`src/inc/obd_defs.svh`:
```
// constants of the octal readback decoder: opcodes, field positions,
// reset values and packing widths; included by the package and the logic
`ifndef OBD_DEFS_SVH
`define OBD_DEFS_SVH

`define OBD_NUM_CH        8
`define OBD_CODE_BITS     12
`define OBD_STORE_BITS    12

// command nibble values
`define OBD_CMD_INPUT     4'h0
`define OBD_CMD_ACTIVE    4'h1
`define OBD_CMD_POWER     4'h4
`define OBD_CMD_CLEAR     4'h5
`define OBD_CMD_OVERRIDE  4'h6
`define OBD_CMD_RESET     4'h7

// write data field positions within the two data bytes
`define OBD_WR_PD_MODE    14:13
`define OBD_WR_PD_SEL     12:5
`define OBD_WR_CLEAR      5:4
`define OBD_WR_OVERRIDE   15:8

// clear-code selections
`define OBD_CLR_ZERO      2'h0
`define OBD_CLR_MID       2'h1
`define OBD_CLR_FULL      2'h2
`define OBD_CLR_OFF       2'h3

// power modes
`define OBD_PWR_ON        2'h0
`define OBD_PWR_1K        2'h1
`define OBD_PWR_100K      2'h2
`define OBD_PWR_HIZ       2'h3

// reset values
`define OBD_CODE_RST      12'h000
`define OBD_PD_MODE_RST   2'h0
`define OBD_PD_SEL_RST    8'h00
`define OBD_CLEAR_RST     2'h0
`define OBD_OVERRIDE_RST  8'h00
`define OBD_PIN_IDLE      1'b1

`endif

```
`src/inc/obd_pkg.sv`:
```
// types shared by the readback decoder files
// assumes obd_defs.svh is on the include path
`include "obd_defs.svh"

package obd_pkg;

  typedef enum logic [2:0] {
    obd_st_idle = 3'b001,
    obd_st_msb  = 3'b010,
    obd_st_lsb  = 3'b100
  } obd_state_e;

  typedef logic [`OBD_STORE_BITS-1:0] obd_code_t;

endpackage

```
`src/logic/obd_readback.sv`:
```
// octal converter register file with readback command decoder
// assumes a serial front end on clk_in that hands over whole bytes
`timescale 1ns/1ps
`include "obd_defs.svh"

module obd_readback
  import obd_pkg::*;
#(
  parameter int CODE_BITS = `OBD_CODE_BITS
)(
  input  wire logic                              clk_in,
  input  wire logic                              rst_in,
  input  wire logic                              cmd_valid_in,
  input  wire logic [7:0]                        cmd_byte_in,
  input  wire logic                              rd_req_in,
  output logic      [7:0]                        rd_data_out,
  output logic                                   rd_valid_out,
  output logic                                   invalid_out,
  input  wire logic                              wr_valid_in,
  input  wire logic [7:0]                        wr_cmd_in,
  input  wire logic [15:0]                       wr_data_in,
  input  wire logic                              load_trigger_pin_n_in,
  input  wire logic                              clear_pin_n_in,
  output logic      [`OBD_NUM_CH*`OBD_STORE_BITS-1:0] active_code_out,
  output logic      [1:0]                        power_mode_out,
  output logic      [7:0]                        power_sel_out
);

  // ********************************
  // helpers
  // ********************************
  localparam int SHIFT = `OBD_STORE_BITS - CODE_BITS;

  // left-justify the code; bits below it read zero
  function automatic logic [15:0] pack_code(input obd_code_t code);
    obd_code_t left;
    left = obd_code_t'(code << SHIFT);
    return {left, 4'h0};
  endfunction

  function automatic obd_code_t unpack_code(input logic [15:0] data);
    return obd_code_t'(data[15:4] >> SHIFT);
  endfunction

  function automatic obd_code_t clear_value(input logic [1:0] sel);
    obd_code_t full;
    full = obd_code_t'({`OBD_STORE_BITS{1'b1}} >> SHIFT);
    if (sel == `OBD_CLR_MID) begin
      return obd_code_t'(full ^ (full >> 1));
    end else if (sel == `OBD_CLR_FULL) begin
      return full;
    end else begin
      return `OBD_CODE_RST;
    end
  endfunction

  // ********************************
  // pin edges
  // ********************************
  logic load_fall;
  logic clr_fall;

  obd_pin_fall u_load_fall (
    .clk_in   (clk_in),
    .rst_in   (rst_in),
    .pin_n_in (load_trigger_pin_n_in),
    .fall_out (load_fall)
  );

  obd_pin_fall u_clr_fall (
    .clk_in   (clk_in),
    .rst_in   (rst_in),
    .pin_n_in (clear_pin_n_in),
    .fall_out (clr_fall)
  );

  // ********************************
  // register file
  // ********************************
  obd_code_t  buf_ff  [`OBD_NUM_CH];
  obd_code_t  act_ff  [`OBD_NUM_CH];
  obd_code_t  nxt_buf [`OBD_NUM_CH];
  obd_code_t  nxt_act [`OBD_NUM_CH];
  logic [1:0] pd_mode_ff;
  logic [7:0] pd_sel_ff;
  logic [1:0] clr_sel_ff;
  logic [7:0] ovr_ff;
  logic [1:0] nxt_pd_mode;
  logic [7:0] nxt_pd_sel;
  logic [1:0] nxt_clr_sel;
  logic [7:0] nxt_ovr;
  logic [3:0] wr_op;
  logic [2:0] wr_ch;

  assign wr_op = wr_cmd_in[7:4];
  assign wr_ch = wr_cmd_in[2:0];

  always_comb begin
    nxt_buf     = buf_ff;
    nxt_act     = act_ff;
    nxt_pd_mode = pd_mode_ff;
    nxt_pd_sel  = pd_sel_ff;
    nxt_clr_sel = clr_sel_ff;
    nxt_ovr     = ovr_ff;
    if (load_fall) begin
      for (int i = 0; i < `OBD_NUM_CH; i++) begin
        if (!ovr_ff[i]) begin
          nxt_act[i] = buf_ff[i];
        end
      end
    end
    if (wr_valid_in) begin
      if (wr_op == `OBD_CMD_INPUT && !wr_cmd_in[3]) begin
        nxt_buf[wr_ch] = unpack_code(wr_data_in);
      end else if (wr_op == `OBD_CMD_ACTIVE && !wr_cmd_in[3]) begin
        // software update path for overridden channels, which otherwise change only on the clear pin and the reset opcode
        nxt_buf[wr_ch] = unpack_code(wr_data_in);
        nxt_act[wr_ch] = unpack_code(wr_data_in);
      end else if (wr_op == `OBD_CMD_POWER) begin
        nxt_pd_mode = wr_data_in[`OBD_WR_PD_MODE];
        nxt_pd_sel  = wr_data_in[`OBD_WR_PD_SEL];
      end else if (wr_op == `OBD_CMD_CLEAR) begin
        nxt_clr_sel = wr_data_in[`OBD_WR_CLEAR];
      end else if (wr_op == `OBD_CMD_OVERRIDE) begin
        nxt_ovr = wr_data_in[`OBD_WR_OVERRIDE];
      end else if (wr_op == `OBD_CMD_RESET) begin
        nxt_buf     = '{default: `OBD_CODE_RST};
        nxt_act     = '{default: `OBD_CODE_RST};
        nxt_pd_mode = `OBD_PD_MODE_RST;
        nxt_pd_sel  = `OBD_PD_SEL_RST;
        nxt_clr_sel = `OBD_CLEAR_RST;
        nxt_ovr     = `OBD_OVERRIDE_RST;
      end
    end
    // clear pin overrides a code write in the same cycle; power, clear and override writes still land
    if (clr_fall && clr_sel_ff != `OBD_CLR_OFF) begin
      for (int i = 0; i < `OBD_NUM_CH; i++) begin
        nxt_buf[i] = clear_value(clr_sel_ff);
        nxt_act[i] = clear_value(clr_sel_ff);
      end
    end
  end

  always_ff @(posedge clk_in) begin
    if (rst_in) begin
      buf_ff     <= '{default: `OBD_CODE_RST};
      act_ff     <= '{default: `OBD_CODE_RST};
      pd_mode_ff <= `OBD_PD_MODE_RST;
      pd_sel_ff  <= `OBD_PD_SEL_RST;
      clr_sel_ff <= `OBD_CLEAR_RST;
      ovr_ff     <= `OBD_OVERRIDE_RST;
    end else begin
      buf_ff     <= nxt_buf;
      act_ff     <= nxt_act;
      pd_mode_ff <= nxt_pd_mode;
      pd_sel_ff  <= nxt_pd_sel;
      clr_sel_ff <= nxt_clr_sel;
      ovr_ff     <= nxt_ovr;
    end
  end

  always_comb begin
    for (int i = 0; i < `OBD_NUM_CH; i++) begin
      active_code_out[i*`OBD_STORE_BITS +: `OBD_STORE_BITS] = act_ff[i];
    end
  end
  assign power_mode_out = pd_mode_ff;
  assign power_sel_out  = pd_sel_ff;

  // ********************************
  // readback decoder
  // ********************************
  obd_state_e  st_ff;
  obd_state_e  nxt_st;
  logic [15:0] word_ff;
  logic [15:0] nxt_word;
  logic        inv_ff;
  logic        nxt_inv;
  logic [7:0]  rdata_ff;
  logic [7:0]  nxt_rdata;
  logic        rvalid_ff;
  logic        nxt_rvalid;
  logic [3:0]  cmd_op;
  logic [2:0]  cmd_ch;

  assign cmd_op = cmd_byte_in[7:4];
  assign cmd_ch = cmd_byte_in[2:0];

  always_comb begin
    nxt_st     = st_ff;
    nxt_word   = word_ff;
    nxt_inv    = inv_ff;
    nxt_rdata  = rdata_ff;
    nxt_rvalid = 1'b0;
    if (cmd_valid_in) begin
      // snapshot now so later writes cannot tear the two bytes
      nxt_st   = obd_st_msb;
      nxt_inv  = 1'b0;
      nxt_word = 16'h0000;
      if ((cmd_op == `OBD_CMD_INPUT || cmd_op == `OBD_CMD_ACTIVE) && cmd_byte_in[3]) begin
        nxt_inv = 1'b1;
      end else if (cmd_op == `OBD_CMD_INPUT) begin
        nxt_word = pack_code(buf_ff[cmd_ch]);
      end else if (cmd_op == `OBD_CMD_ACTIVE) begin
        nxt_word = pack_code(act_ff[cmd_ch]);
      end else if (cmd_op == `OBD_CMD_POWER) begin
        nxt_word = {6'h00, pd_mode_ff, pd_sel_ff};
      end else if (cmd_op == `OBD_CMD_CLEAR) begin
        nxt_word = {14'h0000, clr_sel_ff};
      end else if (cmd_op == `OBD_CMD_OVERRIDE) begin
        nxt_word = {8'h00, ovr_ff};
      end else begin
        nxt_inv = 1'b1;
      end
    end else if (rd_req_in) begin
      nxt_rvalid = 1'b1;
      case (st_ff)
        obd_st_msb: begin
          nxt_rdata = word_ff[15:8];
          nxt_st    = obd_st_lsb;
        end
        obd_st_lsb: begin
          nxt_rdata = word_ff[7:0];
          nxt_st    = obd_st_idle;
        end
        default: begin
          nxt_rdata = 8'h00;
          nxt_st    = obd_st_idle;
        end
      endcase
    end
  end

  always_ff @(posedge clk_in) begin
    if (rst_in) begin
      st_ff     <= obd_st_idle;
      word_ff   <= 16'h0000;
      inv_ff    <= 1'b0;
      rdata_ff  <= 8'h00;
      rvalid_ff <= 1'b0;
    end else begin
      st_ff     <= nxt_st;
      word_ff   <= nxt_word;
      inv_ff    <= nxt_inv;
      rdata_ff  <= nxt_rdata;
      rvalid_ff <= nxt_rvalid;
    end
  end

  assign rd_data_out  = rdata_ff;
  assign rd_valid_out = rvalid_ff;
  assign invalid_out  = inv_ff;
endmodule

```
`src/logic/obd_pin_fall.sv`:
```
// two-flop synchroniser with falling-edge pulse for an active-low pin
// assumes the pin is asynchronous to clk_in and idles high
`timescale 1ns/1ps
`include "obd_defs.svh"

module obd_pin_fall
  import obd_pkg::*;
(
  input  wire logic clk_in,
  input  wire logic rst_in,
  input  wire logic pin_n_in,
  output logic      fall_out
);

  logic meta_ff;
  logic sync_ff;
  logic last_ff;
  logic nxt_meta;
  logic nxt_sync;
  logic nxt_last;

  always_comb begin
    nxt_meta = pin_n_in;
    nxt_sync = meta_ff;
    nxt_last = sync_ff;
  end

  // reset to idle level so release never looks like an edge
  always_ff @(posedge clk_in) begin
    if (rst_in) begin
      meta_ff <= `OBD_PIN_IDLE;
      sync_ff <= `OBD_PIN_IDLE;
      last_ff <= `OBD_PIN_IDLE;
    end else begin
      meta_ff <= nxt_meta;
      sync_ff <= nxt_sync;
      last_ff <= nxt_last;
    end
  end

  assign fall_out = last_ff & ~sync_ff;

endmodule

```
`config.mk`:
```
export PLATFORM = sky130hd
export DESIGN_NAME = obd_readback
export DESIGN_NICKNAME = d
export VERILOG_FILES = /design/src/inc/obd_pkg.sv /design/src/logic/obd_readback.sv /design/src/logic/obd_pin_fall.sv
export VERILOG_INCLUDE_DIRS = /design/src /design/src/inc
export SDC_FILE = /design/constraint.sdc
export NUM_CORES = 1
export LEC_CHECK = 0
export ABC_CLOCK_PERIOD_IN_PS = 3150
export BUFFER_PORTS_ARGS = -buffer_cell sky130_fd_sc_hd__buf_2
export CAP_MARGIN = 0
export CORE_UTILIZATION = 57
export DETAILED_ROUTE_END_ITERATION = 16
export PLACE_DENSITY = 0.88
export SLEW_MARGIN = 10
export SYNTH_ARGS = -nofsm -noshare
export SYNTH_HDL_FRONTEND = slang
export SYNTH_SLANG_ARGS = --single-unit
```
`constraint.sdc`:
```
create_clock -name clk_in -period 3.15 [get_ports clk_in]
set_input_delay 0.945 -clock clk_in [delete_from_list [all_inputs] [get_ports clk_in]]
set_output_delay 0.945 -clock clk_in [all_outputs]
set_load 0.02 [all_outputs]
```
Yosys cells after proc, flatten, opt, wreduce, memory -nomap -nowiden
Index checks and enable logic that the tools add are counted.

Flip-flop bits (word level): 247. Output and inout port bits: 116. Logic and storage cells: 151.

Eq/ne operators: 20. Bitwise operators: 11. Reduce and logical (&&, ||, !) cells: 21. Magnitude comparators: 3. Multiplexer cells: 64.

Operators with widths (number): two-way mux 96 bit (17); bitwise mux 96 bit (2); two-way mux 12 bit (15); binary-select mux 12 bit (select 3 bit) (2); two-way mux 8 bit (7); two-way mux 16 bit (3); demux 12 bit (select 3 bit) (1); == test 4 x 3 -> 1 bit (second input constant) (7); AND reduction 6 bit (3); one-hot mux 8 bit (2 select lines) (1); two-way mux 2 bit (7); inequality test 4 x 3 -> 1 bit (second input constant) (3); two-way mux 10 bit (1); nonzero test 2 bit (5); == test 4 x 1 -> 1 bit (second input constant) (2); >= comparator 4 bit (second input constant) (2); logical NOT 4 bit (2); inequality test 2 bit (second input constant) (4); NOT 3 -> 4 bit (2); two-way mux 1 bit (7); NOT 1 bit (7); logical AND 1 bit (5); AND reduction 5 bit (1); less-than comparator 4 x 1 -> 1 bit (second input constant) (1); 11 further kinds (12).

Logic depth before layout (Yosys ltp)
Depth after elaboration: 11. Mapped depth: 8. Mapped depth without buffers: 6.

By module
From an unflattened synthesis, not the netlist that was laid out.

Cells, all modules: 1394. Area total of the unflattened synthesis: 13048.8 um2.

Modules (own cells, without submodules): obd_readback (area an instance 12878.6 um2, cells each 1380, times used 1, sequential area each 4824.6 um2); obd_pin_fall (area an instance 85.1 um2, cells each 7, times used 2, sequential area each 60.1 um2).

Worst setup path before layout
Ideal clock, no wire load.

Kind: input-to-reg. From: in wr_cmd_in[5]. To: reg buf_ff[69] in the netlist's numbering. Stages: 7. Setup time: 0.070 ns. Buffers on the path: 3. Setup slack: 0.771 ns. Data arrival time: 2.309 ns. Data required time: 3.080 ns. Path through: buf_6 or4_4 buf_6 buf_6 nor3_4 a21oi_1 o2bb2ai_1.

Longest elaborated chain between the ends: 6. Elaborated cells on any way between the ends: 17. Classes of those cells: 8 x eq/ne; 4 x mux; 5 x reduce/logical.

Ends and longest elaborated chain: from (decl) (RTL line obd_readback.sv:20) `input wire logic [7:0] wr_cmd_in,`; == test 4 x 1 -> 1 bit (no line); logical AND 1 bit (RTL line obd_readback.sv:115) `` end else if (wr_op == `OBD_CMD_ACTIVE && !wr_cmd_in[3]) begin ``; two-way mux 96 bit (RTL line obd_readback.sv:115); two-way mux 96 bit (RTL line obd_readback.sv:113) `` if (wr_op == `OBD_CMD_INPUT && !wr_cmd_in[3]) begin ``; two-way mux 96 bit (RTL line obd_readback.sv:112) `if (wr_valid_in) begin`; two-way mux 96 bit (RTL line obd_readback.sv:136) `` if (clr_fall && clr_sel_ff != `OBD_CLR_OFF) begin ``; to (signal assigned) (RTL line obd_readback.sv:153) `buf_ff <= nxt_buf;`; to (decl) (RTL line obd_readback.sv:80) `` obd_code_t buf_ff [`OBD_NUM_CH]; ``.

Parallel ways exist; a longest one is shown, timed or not. The select of a mux whose other input is x is not followed. A chain may end at the register's enable or synchronous reset.

Worst setup path after layout
From: reg clr_sel_ff[0]. To: reg act_ff (netlist bit active_code_out[46]).

Longest elaborated chain between the ends: 4. Elaborated cells on any way between the ends: 7. Classes of those cells: 3 x eq/ne; 3 x mux; 1 x reduce/logical.

Ends and longest elaborated chain: from (decl) (RTL line obd_readback.sv:86) `logic [1:0] clr_sel_ff;`; from (signal assigned) (RTL line obd_readback.sv:150) `` clr_sel_ff <= `OBD_CLEAR_RST; ``; from (signal assigned) (RTL line obd_readback.sv:157) `clr_sel_ff <= nxt_clr_sel;`; == test 2 bit (no line); two-way mux 12 bit (RTL line obd_readback.sv:50) `` end else if (sel == `OBD_CLR_FULL) begin ``; two-way mux 12 bit (RTL line obd_readback.sv:48) `` if (sel == `OBD_CLR_MID) begin ``; two-way mux 96 bit (*) (RTL line obd_readback.sv:136); to (signal assigned) (RTL line obd_readback.sv:154) `act_ff <= nxt_act;`; to (decl) (RTL line obd_readback.sv:81) `` obd_code_t act_ff [`OBD_NUM_CH]; ``.

Mark *: on every way between the ends. The rest lies on a longest branch, timed or not.

==> flow_metrics.py <==
metrics = {
    "outcome": {
        "outcome": "complete, no violations",
    },
    "logic_synthesis": {
        "synth_top_family_by_area": "compound AO/OA/AOI/OAI gates",
        "synthMuxAreaShare": 0.153,
        "synth_xor_xnor_area_share": 0.000693,
        "yosysWarnings": 0,
        "yosysSeqAreaShare": 0.391,
        "synth.distinct_cells": 61,
        "synth_nets": 1444,
        "ys.flop_type": "dfxtp_1",
        "synth-compound-area-share": 0.233,
        "async_flop_share": 0,
        "netlist_area_sq_um": 12600,
        "synth-simple-area-share": 0.167,
        "syn_area_per_cell_sq_um": 9.00,
        "yosys_register_bits": 247,
        "synth_edf_count": 0,
        "synthAdderAreaFrac": 0.00198,
        "netlist_instances": 1403,
    },
    "sta": {
        "tightest_slew_ns": 1.38,
        "min_period_ns": 2.93,
        "rsz0062_at_grt": "false",
        "fin_worst_skew_ns": 0.0224,
        "fin_setup_tns_ns": 0,
        "clock.fmax_ghz": 0.341,
        "slew_viol_final": 0,
        "relSlewSlack": 0.0779,
        "timing.final.crit_share": 0.932,
        "setup-violations-final": 0,
        "final_hold_viol_count": 0,
    },
    "power": {
        "ir_drop_uv": 386,
        "p_int_w": 0.00514,
        "p_sw_w": 0.00172,
        "p_seq_frac": 0.464,
        "p_per_area_nw_per_um2": 474,
        "combPwrFrac": 0.085,
        "pwr-share-clk": 0.451,
        "leakage_nw": 5.76,
        "swShare": 0.250,
    },
    "placement": {
        "io_buffers": 150,
        "dpl_cell_area_sq_um": 13600,
        "dp_hpwl_um": 32500,
        "place.gp.congestion": 0.978,
    },
    "run": {
        "drv_cap": 0,
    },
    "clock_tree": {
        "cts_tree": "built",
        "cts_root_buffer": "clkbuf_16",
        "cts_resized": 0,
        "cts_setup_buffers": 0,
        "cts_buffers": 26,
        "cts-hold-fix-buffers": 0,
        "clk_pin_slew_ns": 0.06,
        "clkSinkCount": 247,
        "clk_latency_ns": 0.55,
        "cts_buffer_depth": 3,
        "htreeDepth": 1,
    },
    "worst_setup_path": {
        "reg2reg_slack_ns": 0.22,
        "required_ns": 3.50,
        "regToRegStartpoint": "clr_sel_ff[0]",
        "end_kind": "flop",
        "arrival_ns": 3.28,
        "cp_max_fo": 11,
        "critPathLaunch": "clr_sel_ff[0]",
        "start_kind": "flop",
        "r2r_end": "active_code_out[46]",
        "critPathKind": "flop to flop",
        "reg2regPathDepth": 6,
    },
    "floorplan": {
        "io_pins": 155,
        "die_w_um": 151,
        "die_area_sq_um": 22800,
        "coreArea_sq_um": 21800,
        "initial_core_util": 0.581,
        "rows": 54,
        "die_y_um": 151,
    },
    "min_path": {
        "min-delay-path-class": "flop to flop",
        "hold_path_depth": 1,
        "hold_end": "u_clr_fall.nxt_last",
        "min-delay-start": "u_clr_fall.meta_ff",
    },
    "grt": {
        "track_usage": 0.404,
        "grt_pass1_wl_um": 69400,
        "grt_pass1_vias": 11700,
        "grt_max_degree": 56,
        "grt_overflow": 0,
        "antenna_found_initial": 0,
    },
    "routing": {
        "wl_per_cell_um": 26.1,
        "drt-pass1-iter-count": 6,
        "totalWireLength_um": 46800,
        "vias": 12800,
        "drt_iter0_drc": 1809,
        "ant_nets": 0,
        "post-route-drc-count": 0,
        "avgViaCountPerCell": 7.13,
    },
    "layout": {
        "syn2layout_area_growth_pct": 14.5,
        "final_area_sq_um": 14500,
        "layout_common_cells": "247 x dfxtp_1, 152 x nand2_1, 151 x nor2_1",
        "fillCellCount": 1707,
        "drive_gt1_frac": 0.257,
        "mostFrequentLayoutCell": "dfxtp_1",
        "fin_nets": 1536,
    },
}
==> worst max-delay path: stages, from the launching register on <==
cell,delay [ns]
dfxtp_1,0.43
inv_1,0.08
ha_1,0.36
nand2b_1,0.37
nor2_1,0.19
a21oi_1,1.08
a311oi_1,0.24
==> per-stage QoR <==
stage                     utilization  hold WS [ns]  power [W]  cells  setup WS (ns)
after floorplan                     -         0.389    0.00360   1403          0.771
after global placement          0.626         0.392    0.00379   1747          0.226
after detailed placement        0.626         0.396    0.00380   1747          0.138
after CTS                       0.665         0.411    0.00679   1791          0.400
after global routing            0.665         0.419    0.00698   1791          0.207
final                           0.665         0.411    0.00686   1792          0.215
==> routing by layer <==
metal | routed length [um] | GRT usage | vias to the layer above
met5 | 50 | 0.0182 | -
met4 | 2940 | 0.230 | 2
met3 | 7210 | 0.116 | 242
met2 | 20000 | 0.603 | 1160
met1 | 16500 | 0.520 | 5988
li1 | - | - | 5392
==> how the worst max path moves through the flow <==
stage	slack [ns]	depth (start not counted)	endpoint
after floorplan	0.77	7	buf_ff[69]
after global placement	0.23	6	active_code_out[43]
after detailed placement	0.14	6	active_code_out[44]
after CTS	0.40	6	active_code_out[46]
after global routing	0.21	6	active_code_out[37]
final	0.22	6	active_code_out[46]
==> cell type report <==
type	count	area, sq um	area share
diodes	1	2.50	0.000173
clock buffers	41	767	0.0530
clock inverters	3	76.3	0.00528
inverters	7	26.3	0.00182
multi-input cells	1004	7050	0.488
flip-flops and latches	247	4940	0.342
well taps	280	350	0.0242
repair buffers	209	1240	0.0860
==> cells in the mapped netlist, types with 7 or more instances <==
cell type	number	area, sq um
and2_1	8	50.1
nor2_1	152	571
nand3_1	11	55.1
nand2b_1	18	113
a21oi_1	106	531
buf_1	10	37.5
o31ai_1	16	120
a22oi_1	10	75.1
o2bb2ai_1	52	455
clkbuf_1	89	334
nand3b_1	13	97.6
mux2_2	43	484
nor3b_1	15	113
o221a_2	35	394
o221ai_1	12	105
buf_4	7	52.6
a22o_1	10	87.6
or2_2	8	50.1
nand2_1	152	571
a211oi_1	10	75.1
mux2i_1	77	771
buf_2	35	175
nand4_1	13	81.3
mux4_2	30	676
a311oi_1	55	482
dfxtp_1	247	4940
or3b_2	8	70.1
o21ai_0	72	360
and3_1	7	43.8
==> registers in the layout (all words and copies together), names as in the netlist, 2 cells and up <==
name	count
rd_data_out	8
clr_sel_ff	2
power_sel_out	8
buf_ff	96
power_mode_out	2
ovr_ff	8
word_ff	16
st_ff	3
active_code_out	96
==> power by group through the flow <==
stage	sequential, W	clock, W	combinational, W
finish	0.00319	0.00309	0.000581
global placement	0.00325	0	0.000539
CTS	0.00318	0.00305	0.000554
global route	0.00319	0.00319	0.000599
floorplan	0.00325	0	0.000356
detailed placement	0.00325	0	0.000550
==> kinds of logic (layout without fill, tap and decap cells) <==
| logic type | Yosys count | after routing |
|---|---|---|
| and+or+nand+nor | 441 | 441 |
| AOI/OAI and AO/OA | 410 | 410 |
| DFF | 247 | 247 |
| buffers and inverters | 152 | 260 |
| muxes | 150 | 150 |
| adders and majority gates | 2 | 2 |
| xor gates and xnor gates | 1 | 1 |
| other | 0 | 1 |
No activity file was read; power rests on OpenSTA's default activity.
